<file path="config.mk">
export PLATFORM = sky130hd
export DESIGN_NAME = ufm_top
export DESIGN_NICKNAME = d
export VERILOG_FILES = /design/src/hdl/ufm_pkg.sv /design/src/hdl/ufm_top.sv
export VERILOG_INCLUDE_DIRS = /design/src /design/src/hdl
export SDC_FILE = /design/constraint.sdc
export NUM_CORES = 1
export LEC_CHECK = 0
export ABC_AREA = 1
export BUFFER_PORTS_ARGS = -buffer_cell sky130_fd_sc_hd__buf_2
export CAP_MARGIN = 20
export CORE_ASPECT_RATIO = 1.2
export CORE_MARGIN = 2
export CORE_UTILIZATION = 55
export CTS_CLUSTER_SIZE = 30
export DETAILED_ROUTE_END_ITERATION = 12
export PLACE_DENSITY = 0.78
export SYNTH_ARGS = -nofsm -noshare
export SYNTH_HDL_FRONTEND = slang
export SYNTH_SLANG_ARGS = --single-unit
</file>
<file path="constraint.sdc">
create_clock -name mclk_in -period 3.4 [get_ports mclk_in]
set_input_delay 0.34 -clock mclk_in [delete_from_list [all_inputs] [get_ports mclk_in]]
set_output_delay 0.34 -clock mclk_in [all_outputs]
set_load 0.02 [all_outputs]
</file>
<file path="src/hdl/ufm_map.svh">
// register offsets, field positions, command codes and reset values
`ifndef UFM_MAP_SVH
`define UFM_MAP_SVH
`define UFM_OFS_MODE 4'h0
`define UFM_OFS_STATUS 4'h1
`define UFM_OFS_CMD 4'h2
`define UFM_OFS_ISR 4'h5
`define UFM_OFS_CTU 4'h6
`define UFM_OFS_CTL 4'h7
`define UFM_OFS_INPORT 4'hd
`define UFM_OFS_OPSET 4'he
`define UFM_OFS_OPCLR 4'hf
`define UFM_CMD_PTR_ONE 4'h1
`define UFM_CMD_RTS_ON 4'h8
`define UFM_CMD_RTS_OFF 4'h9
`define UFM_CMD_TMO_ON 4'ha
`define UFM_CMD_PTR_ZERO 4'hb
`define UFM_CMD_TMO_OFF 4'hc
`define UFM_EN_ON 2'h1
`define UFM_EN_OFF 2'h2
`define UFM_MR1_RX_RTS 7
`define UFM_MR1_PAR_HI 4
`define UFM_MR1_PAR_LO 3
`define UFM_MR1_TAG 2
`define UFM_MR2_TX_RTS 5
`define UFM_MR2_CTS_EN 4
`define UFM_PAR_MULTIDROP 2'h3
`define UFM_ISR_CTR 3
`define UFM_ISR_RECEIVER_READY_FLAG 1
`define UFM_PTR_RESET 2'h1
`define UFM_PTR_LAST 2'h2
`define UFM_BYTE_RESET 8'h00
`define UFM_WORD_RESET 16'h0000
`endif

</file>
<file path="src/hdl/ufm_pkg.sv">
// shared types of the flow, multidrop and timeout block
package ufm_pkg;
  typedef struct packed {
    logic [7:0] data;
    logic tag;
    logic framing;
    logic brk;
    logic overrun;
  } ufm_rx_char_type;
  typedef enum logic [1:0] {
    UFM_CT_IDLE = 2'b00,
    UFM_CT_LOAD = 2'b01,
    UFM_CT_RUN = 2'b10
  } ufm_ct_state_type;
endpackage

</file>
<file path="src/hdl/ufm_top.sv">
// flow control, multidrop reception and receive timeout for one channel
// Operation
// [RQ1] each character pushed into receive queue reloads counter, restarts next counter tick; the code reloads on a push only in timeout mode
// [RQ2] counter ending in timeout mode sets counter-ready flag, status bit 3
// [RQ3] counter-ready drives interrupt only when mask bit 3 set
// [RQ4] character received after timeout clears counter-ready and its interrupt
// [RQ5] timeout-on command clears counter-ready and stops counter until next character
// [RQ6] withdrawn timeout with nothing else pending reads status as zero
// [RQ7] clear-to-send enabled and high stops transmitter after current character
// [RQ8] clear-to-send disabled: pin has no effect on transmitter
// [RQ9] flow control drops request-to-send on start bit while queue full
// [RQ10] mode one bit 7 gives receiver the output pin as request-to-send
// [RQ11] transmitter control makes pin mean transmission ended; both may combine
// [RQ12] two commands set or reset the request-to-send state
// [RQ13] pin is nand of latch bit and request-to-send; software sets latch
// [RQ14] flow control leaves latch alone; disabling returns pin to latch
// [RQ15] parity field 11 selects multidrop mode
// [RQ16] multidrop frames carry tag bit from mode one bit 2
// [RQ17] disabled multidrop receiver keeps only address-tagged characters
// [RQ18] enabled receiver keeps all; tag stored in parity error status bit
// [RQ19] framing, overrun, break reported whatever receiver enable state
// [RQ20] reset clears control registers to zero
// [RQ21] software changes modes only while channel and counter are idle
// [RQ22] mode pointer advances per access, saturates at two, resets to one
// [RQ23] pointer commands 1 and b, low nibble enables receiver and transmitter
// [RQ24] timeout-off command restores normal counter start and stop
`timescale 1ns/1ps
`include "ufm_map.svh"
module ufm_top (
  input wire logic mclk_in,
  input wire logic rst_n_in,
  input wire logic [3:0] addr_in,
  input wire logic [7:0] wdata_in,
  input wire logic wr_in,
  input wire logic rd_in,
  output logic [7:0] rdata_out,
  input wire logic ct_tick_in,
  input wire logic rx_char_in,
  input wire ufm_pkg::ufm_rx_char_type rx_char_data_in,
  input wire logic rx_start_in,
  input wire logic rx_queue_full_in,
  input wire logic rx_ready_in,
  input wire ufm_pkg::ufm_rx_char_type rx_top_in,
  input wire logic tx_char_end_in,
  input wire logic tx_empty_in,
  input wire logic tx_ready_in,
  input wire logic clear_to_send_input_n_in,
  output logic rx_push_out,
  output ufm_pkg::ufm_rx_char_type rx_push_data_out,
  output logic rx_enable_out,
  output logic tx_enable_out,
  output logic tx_allow_out,
  output logic tx_multidrop_out,
  output logic tx_tag_out,
  output logic request_to_send_output_n_out,
  output logic irq_out
);
  // ******************************************************************
  // reset release and pin synchroniser
  // ******************************************************************
  logic rst_meta_reg;
  logic rst_n_reg;
  logic cts_meta_reg;
  logic cts_n_reg;
  always_ff @(posedge mclk_in or negedge rst_n_in)
  begin
    if (!rst_n_in)
    begin
      rst_meta_reg <= 1'b0;
      rst_n_reg <= 1'b0;
    end
    else
    begin
      rst_meta_reg <= 1'b1;
      rst_n_reg <= rst_meta_reg;
    end
  end
  always_ff @(posedge mclk_in or negedge rst_n_reg)
  begin
    if (!rst_n_reg)
    begin
      cts_meta_reg <= 1'b1;
      cts_n_reg <= 1'b1;
    end
    else
    begin
      cts_meta_reg <= clear_to_send_input_n_in;
      cts_n_reg <= cts_meta_reg;
    end
  end

  // ******************************************************************
  // register port decode
  // ******************************************************************
  logic [7:0] mr0_reg;
  logic [7:0] mr1_reg;
  logic [7:0] mr2_reg;
  logic [1:0] ptr_reg;
  logic [1:0] ptr_next;
  logic [7:0] imr_reg;
  logic [15:0] preset_reg;
  logic [15:0] count_reg;
  logic [1:0] opr_reg;
  logic rx_en_reg;
  logic tx_en_reg;
  logic tmo_reg;
  logic ready_reg;
  logic room_reg;
  logic hold_reg;
  logic [7:0] rdata_reg;
  ufm_pkg::ufm_ct_state_type ct_reg;
  ufm_pkg::ufm_ct_state_type ct_next;
  wire mode_acc = (wr_in | rd_in) && (addr_in == `UFM_OFS_MODE);
  wire cmd_wr = wr_in && (addr_in == `UFM_OFS_CMD);
  wire [3:0] cmd = wdata_in[7:4];
  wire start_cmd = rd_in && (addr_in == `UFM_OFS_OPSET);
  wire stop_cmd = rd_in && (addr_in == `UFM_OFS_OPCLR);
  wire ptr_one = cmd_wr && (cmd == `UFM_CMD_PTR_ONE);
  wire ptr_zero = cmd_wr && (cmd == `UFM_CMD_PTR_ZERO);
  wire tmo_on = cmd_wr && (cmd == `UFM_CMD_TMO_ON);
  wire tmo_off = cmd_wr && (cmd == `UFM_CMD_TMO_OFF);
  wire rts_on = cmd_wr && (cmd == `UFM_CMD_RTS_ON);
  wire rts_off = cmd_wr && (cmd == `UFM_CMD_RTS_OFF);
  wire opset_wr = wr_in && (addr_in == `UFM_OFS_OPSET);
  wire opclr_wr = wr_in && (addr_in == `UFM_OFS_OPCLR);

  // ******************************************************************
  // mode pointer
  // ******************************************************************
  // a command in the same cycle as an access wins: it names the next target
  assign ptr_next = ptr_one ? 2'h1 : // [RQ23]
                    ptr_zero ? 2'h0 : // [RQ23]
                    (mode_acc && ptr_reg != `UFM_PTR_LAST) ? ptr_reg + 2'h1 : // [RQ22]
                    ptr_reg;

  // ******************************************************************
  // multidrop receive filter
  // ******************************************************************
  wire multidrop = mr1_reg[`UFM_MR1_PAR_HI:`UFM_MR1_PAR_LO] == `UFM_PAR_MULTIDROP; // [RQ15]
  // the tag travels in the parity error position of the pushed status [RQ18]
  wire keep_char = rx_en_reg | (multidrop & rx_char_data_in.tag); // [RQ17] [RQ18]
  wire push = rx_char_in & keep_char;
  // error flags are passed untouched in every mode [RQ19]
  wire ufm_pkg::ufm_rx_char_type push_data = rx_char_data_in;

  // ******************************************************************
  // counter / timer sequencing
  // ******************************************************************
  wire terminal = ct_tick_in && (ct_reg == ufm_pkg::UFM_CT_RUN) && (count_reg == 16'h0000);
  wire ready_set = terminal;
  wire ready_clr = (tmo_reg & push) | tmo_on | (stop_cmd & ~tmo_reg); // [RQ4] [RQ5]
  always_comb
  begin
    ct_next = ct_reg;
    case (ct_reg)
      ufm_pkg::UFM_CT_IDLE:
      begin
        if (!tmo_reg && start_cmd)
          ct_next = ufm_pkg::UFM_CT_LOAD;
      end
      ufm_pkg::UFM_CT_LOAD:
      begin
        if (ct_tick_in)
          ct_next = ufm_pkg::UFM_CT_RUN;
      end
      ufm_pkg::UFM_CT_RUN:
      begin
        // in timeout mode the count ends and waits for the next character
        if (terminal && tmo_reg)
          ct_next = ufm_pkg::UFM_CT_IDLE; // [RQ2]
        else if (terminal)
          ct_next = ufm_pkg::UFM_CT_LOAD;
      end
      default:
        ct_next = ufm_pkg::UFM_CT_IDLE;
    endcase
    if (tmo_reg && push)
      ct_next = ufm_pkg::UFM_CT_LOAD; // [RQ1]
    if (tmo_on)
      ct_next = ufm_pkg::UFM_CT_IDLE; // [RQ5]
    else if (!tmo_reg && stop_cmd)
      ct_next = ufm_pkg::UFM_CT_IDLE; // [RQ24]
  end
  wire [15:0] count_next =
    (ct_reg == ufm_pkg::UFM_CT_LOAD && ct_tick_in) ? preset_reg : // [RQ1]
    (ct_reg == ufm_pkg::UFM_CT_RUN && ct_tick_in && !terminal) ? count_reg - 16'h0001 :
    count_reg;

  // ******************************************************************
  // flow control and output pin
  // ******************************************************************
  // room drops when any start bit is seen with the queue full
  wire room_next = rx_queue_full_in ? (room_reg & ~rx_start_in) : 1'b1; // [RQ9]
  wire rx_rts_ok = mr1_reg[`UFM_MR1_RX_RTS] ? room_reg : 1'b1; // [RQ10] [RQ14]
  // transmitter control raises the pin once the last byte has left
  wire tx_rts_ok = mr2_reg[`UFM_MR2_TX_RTS] ? ~tx_empty_in : 1'b1; // [RQ11]
  wire pin_level = ~(opr_reg[0] & rx_rts_ok & tx_rts_ok); // [RQ13]
  wire [1:0] opr_next = (opr_reg | (opset_wr ? wdata_in[1:0] : 2'h0) | {1'b0, rts_on}) &
                        ~(opclr_wr ? wdata_in[1:0] : 2'h0) &
                        ~{1'b0, rts_off}; // [RQ12]
  // the enable is sampled only between characters so one never gets cut
  wire hold_next = (tx_char_end_in | tx_empty_in) ?
                   (mr2_reg[`UFM_MR2_CTS_EN] & cts_n_reg) : hold_reg; // [RQ7] [RQ8]

  // ******************************************************************
  // read data
  // ******************************************************************
  wire [7:0] interrupt_status_register = {4'h0, ready_reg, 1'b0, rx_ready_in, 1'b0}; // [RQ6]
  wire [7:0] mode_rd = (ptr_reg == 2'h0) ? mr0_reg :
                       (ptr_reg == 2'h1) ? mr1_reg : mr2_reg;
  wire [7:0] status_rd = {rx_top_in.brk, rx_top_in.framing, rx_top_in.tag, // [RQ18]
                          rx_top_in.overrun, tx_empty_in, tx_ready_in,
                          rx_queue_full_in, rx_ready_in};
  wire [7:0] rd_mux = (addr_in == `UFM_OFS_MODE) ? mode_rd :
                      (addr_in == `UFM_OFS_STATUS) ? status_rd :
                      (addr_in == `UFM_OFS_ISR) ? interrupt_status_register :
                      (addr_in == `UFM_OFS_CTU) ? count_reg[15:8] :
                      (addr_in == `UFM_OFS_CTL) ? count_reg[7:0] :
                      (addr_in == `UFM_OFS_INPORT) ? {7'h00, cts_n_reg} :
                      8'h00;

  // ******************************************************************
  // control registers
  // ******************************************************************
  always_ff @(posedge mclk_in or negedge rst_n_reg)
  begin
    if (!rst_n_reg)
    begin
      mr0_reg <= `UFM_BYTE_RESET; // [RQ20]
      mr1_reg <= `UFM_BYTE_RESET; // [RQ20]
      mr2_reg <= `UFM_BYTE_RESET; // [RQ20]
      imr_reg <= `UFM_BYTE_RESET; // [RQ20]
      ptr_reg <= `UFM_PTR_RESET; // [RQ22]
      preset_reg <= `UFM_WORD_RESET;
      opr_reg <= 2'h0;
      rx_en_reg <= 1'b0;
      tx_en_reg <= 1'b0;
      tmo_reg <= 1'b0;
    end
    else
    begin
      ptr_reg <= ptr_next;
      opr_reg <= opr_next;
      if (wr_in && addr_in == `UFM_OFS_MODE && ptr_reg == 2'h0)
        mr0_reg <= wdata_in;
      if (wr_in && addr_in == `UFM_OFS_MODE && ptr_reg == 2'h1)
        mr1_reg <= wdata_in;
      if (wr_in && addr_in == `UFM_OFS_MODE && ptr_reg == `UFM_PTR_LAST)
        mr2_reg <= wdata_in;
      if (wr_in && addr_in == `UFM_OFS_ISR)
        imr_reg <= wdata_in;
      if (wr_in && addr_in == `UFM_OFS_CTU)
        preset_reg[15:8] <= wdata_in;
      if (wr_in && addr_in == `UFM_OFS_CTL)
        preset_reg[7:0] <= wdata_in;
      if (cmd_wr && wdata_in[1:0] == `UFM_EN_ON)
        rx_en_reg <= 1'b1; // [RQ23]
      if (cmd_wr && wdata_in[1:0] == `UFM_EN_OFF)
        rx_en_reg <= 1'b0; // [RQ23]
      if (cmd_wr && wdata_in[3:2] == `UFM_EN_ON)
        tx_en_reg <= 1'b1; // [RQ23]
      if (cmd_wr && wdata_in[3:2] == `UFM_EN_OFF)
        tx_en_reg <= 1'b0; // [RQ23]
      if (tmo_on)
        tmo_reg <= 1'b1; // [RQ5]
      if (tmo_off)
        tmo_reg <= 1'b0; // [RQ24]
    end
  end

  // ******************************************************************
  // counter, flags and outputs
  // ******************************************************************
  always_ff @(posedge mclk_in or negedge rst_n_reg)
  begin
    if (!rst_n_reg)
    begin
      ct_reg <= ufm_pkg::UFM_CT_IDLE;
      count_reg <= `UFM_WORD_RESET;
      ready_reg <= 1'b0;
      room_reg <= 1'b1;
      hold_reg <= 1'b0;
      rdata_reg <= `UFM_BYTE_RESET;
      rx_push_out <= 1'b0;
      rx_push_data_out <= '0;
      request_to_send_output_n_out <= 1'b1;
      irq_out <= 1'b0;
    end
    else
    begin
      ct_reg <= ct_next;
      count_reg <= count_next;
      // a terminal count in the clearing cycle is kept
      ready_reg <= ready_set | (ready_reg & ~ready_clr); // [RQ2] [RQ4]
      room_reg <= room_next;
      hold_reg <= hold_next;
      rdata_reg <= rd_in ? rd_mux : rdata_reg;
      rx_push_out <= push; // [RQ17]
      rx_push_data_out <= push_data;
      request_to_send_output_n_out <= pin_level; // [RQ13]
      irq_out <= |(interrupt_status_register & imr_reg); // [RQ3]
    end
  end

  assign rdata_out = rdata_reg;
  assign rx_enable_out = rx_en_reg;
  assign tx_enable_out = tx_en_reg;
  assign tx_allow_out = tx_en_reg & ~hold_reg; // [RQ7] [RQ8]
  assign tx_multidrop_out = multidrop; // [RQ16]
  assign tx_tag_out = mr1_reg[`UFM_MR1_TAG]; // [RQ16]
endmodule

</file>
==> metrics.txt <==
status finished clean; fin crit share 0.6010; first-pass GRT wire length 18460 µm; vias in the first global route 3780; syn_nets ~600; Max FO, Critical Path 11; sequential cell area fraction in the yosys report 0.5331; Routability Congestion 0.9417; RSZ-0062 raised after global routing no; crit-path leading delay family compound AO/OA/AOI/OAI gates; placed insts 701; fin cells around 720; CORE AREA 8063 µm²; post-route DRC violation count 0; final WL 11370 µm; Fillers 719; LEAKAGE 2.577 nW; Worst VDD drop 443.2 µV; Starting Density 0.5604; final hold slack around 0.064 ns; final instance area roughly 5200 µm²; Critical path buffers and inverters 1; crit-path cells ha_1 > inv_1 > o21ai_0 > a21oi_1 > o21ai_0 > nand2_1; Setup violations, final 0; largest net degree at the start of global routing slightly above 50; M2 GR Usage 0.4124; placed inst area approximately 5000 µm²; Worst Tran Pin Value 0.9718 ns; met3 Usage GRT 0.05714; global-route usage over all layers 0.2710; crit path DAT between 2 and 2.5 ns; Worst Hold Class primary input to flop; cell area after synthesis 4518 µm²; Sink Count 96; # IOs 77; Mapped Cells 547; via count 4007; Die Width between 80 and 90 µm; count of cell types in the netlist 32; Setup TNS Final 0 ns; area growth from synthesis to final layout 14.12%; Final Hold Viols 0; CP most frequent cell o21ai_0; total congestion overflow 0; initial antenna violation count 0; share of the synthesized area in the top cell type 0.5040; Rel. slew slack 0.3497; Most Crowded Layer GR met2; clk_lat worst skew 0.37 ns; n_diodes 0; DRT antenna net count 0; top cells by area, synth dfrtp_1 50%, nand2_1 13%, o21ai_0 7.3%; post-DP HPWL 8328 µm; site row count 36; height of the die 103.3 µm; clock tree buffer depth 2; Layout Nets 672; clk slew on worst S/H paths around 0.090 ns; CP Class flop to flop; DR WL/cell approximately 16 µm; minimum clock period 2.044 ns; Die ar. between 8000 and 9000 µm²; Core Util, Final 0.6395; via/cell ratio 5.581; layout cells sized above 1 0.1685; Power Density 713.8 nW/µm²; R2R depth 6; Slew Limit Fails 0; kind of end point of the critical path flop; max-cap viol count 0; synth warn 0; CTS tree yes; Hold Crit Depth 1; Syn Area/Cell 8.260 µm²; DRT iter0 DRCs 398; CTS Buf Count 9; met1 Resource Use GR 0.3764; critical path's slowest cell dfstp_2; CP Depth 6; Largest stage delay, worst path 0.55 ns; root buf cell clkbuf_8; Worst Setup Start Kind flop; post-CTS sizing 0; port buffer count 68; CP required 3.65 ns; H-tree levels 3; First-pass DRT Iterations 5; #FFs+latches synth 96; fmax roughly 490 MHz; Worst Skew about 0.011 ns; cell taking the most area after synthesis dfrtp_1
[final cells by class]
cell class	instances	area, µm²	area share
Sequential cell	96	2412	0.4678
Clock buffer	9	123.9	0.02402
Tap cell	95	118.9	0.02305
Multi-Input combinational cell	384	1829	0.3548
Inverter	56	210.2	0.04077
Timing Repair Buffer	71	365.4	0.07086
Clock inverter	7	96.34	0.01868
[kinds of logic (layout without fill, tap and decap cells)]
family / count (synthesis) / after routing / share of synthesized area
simple gates: 261 / 261 / 0.2418
compound gates: 110 / 110 / 0.1349
flops: 96 / 96 / 0.5331
buf+inv: 67 / 143 / 0.06203
xor+xnor: 7 / 7 / 0.01357
fa+ha+maj: 5 / 5 / 0.01385
other cells: 1 / 1 / 0.0008300
[stage by stage]
step	setup WS [ns]	power (mW)
after global routing	1.161	3.938
after detailed placement	1.440	2.849
final	1.356	3.681
after global placement	1.509	2.792
after floorplan	0.5367	2.516
after CTS	1.416	3.679
[cells in the final DEF (no fill, tap or decap), drive strengths merged]
cell	instances
o22ai	1
clkinv	2
o221ai	2
a22o	1
nand3	26
bufinv	2
o21ai	66
dlygate4sd3	1
clkbuf	9
xnor2	3
a21boi	1
a32oi	1
xor2	4
inv	56
o211ai	12
ha	5
nor3	4
nor4	1
a21oi	20
nor2	62
buf	70
nand4	8
dfstp	5
a31oi	5
conb	1
nand2	160
dfrtp	91
o2111ai	1
clkinvlp	3
[what timing repair did]
action	4_1_cts	5_1_grt
setup buffers	0	0
hold buffers	1	0
endpoints found under the setup margin	0	0
hold endpoints to repair	2	0
[where the power goes]
group | switching [mW] | internal [mW]
combinational | 0.761 | 0.413
sequential | 0.242 | 1.44
clock | 0.410 | 0.414
total | 1.41 | 2.27
[synthesized netlist by cell type]
| library cell | count |
|---|---|
| nor3_1 | 4 |
| buf_6 | 3 |
| nand3_1 | 26 |
| clkbuf_1 | 2 |
| o221ai_1 | 2 |
| dfrtp_1 | 91 |
| buf_2 | 5 |
| nor2_2 | 4 |
| a21boi_0 | 1 |
| a21oi_1 | 20 |
| xnor2_1 | 3 |
| a22o_1 | 1 |
| nand2_4 | 1 |
| nor4_1 | 1 |
| nand2_2 | 2 |
| o211ai_1 | 12 |
| dfstp_2 | 5 |
| ha_1 | 5 |
| inv_1 | 54 |
| nand4_1 | 8 |
| buf_1 | 1 |
| nand2_1 | 157 |
| o21ai_0 | 66 |
| inv_2 | 2 |
| conb_1 | 1 |
| nor2_4 | 4 |
| o2111ai_1 | 1 |
| a32oi_1 | 1 |
| a31oi_1 | 5 |
| xor2_1 | 4 |
| o22ai_1 | 1 |
| nor2_1 | 54 |
[worst reg2reg max path: cells and delay by family, from the launching register on]
family,cells,cell delay (ns)
buffers and inverters,1,0.22
flip-flops,1,0.55
AO/OA/AOI/OAI,3,0.68
AND/OR/NAND/NOR,1,0.07
adder cells (fa/ha/maj),1,0.41
[routing by layer]
| metal | vias to the layer above | part of all wire |
|---|---|---|
| li1 | 1919 | - |
| met1 | 1926 | 0.45 |
| met2 | 141 | 0.46 |
| met3 | 21 | 0.063 |
| met4 | 0 | 0.028 |
| met5 | - | 0 |
[worst paths after layout]
path,startpoint,endpoint,slack [ns]
hold / removal,clear_to_send_input_n_in,cts_meta_reg,0.06
setup / recovery,ptr_reg[0],rdata_out[6],1.36
hold reg to reg,rst_meta_reg,rst_n_reg,0.36
setup reg to reg,ptr_reg[0],rdata_out[6],1.36
max in group asynchronous,rst_n_reg,cts_meta_reg,2.22
min in group asynchronous,rst_n_in,rst_meta_reg,0.29
Note: power is estimated with default switching activity, not from simulation.
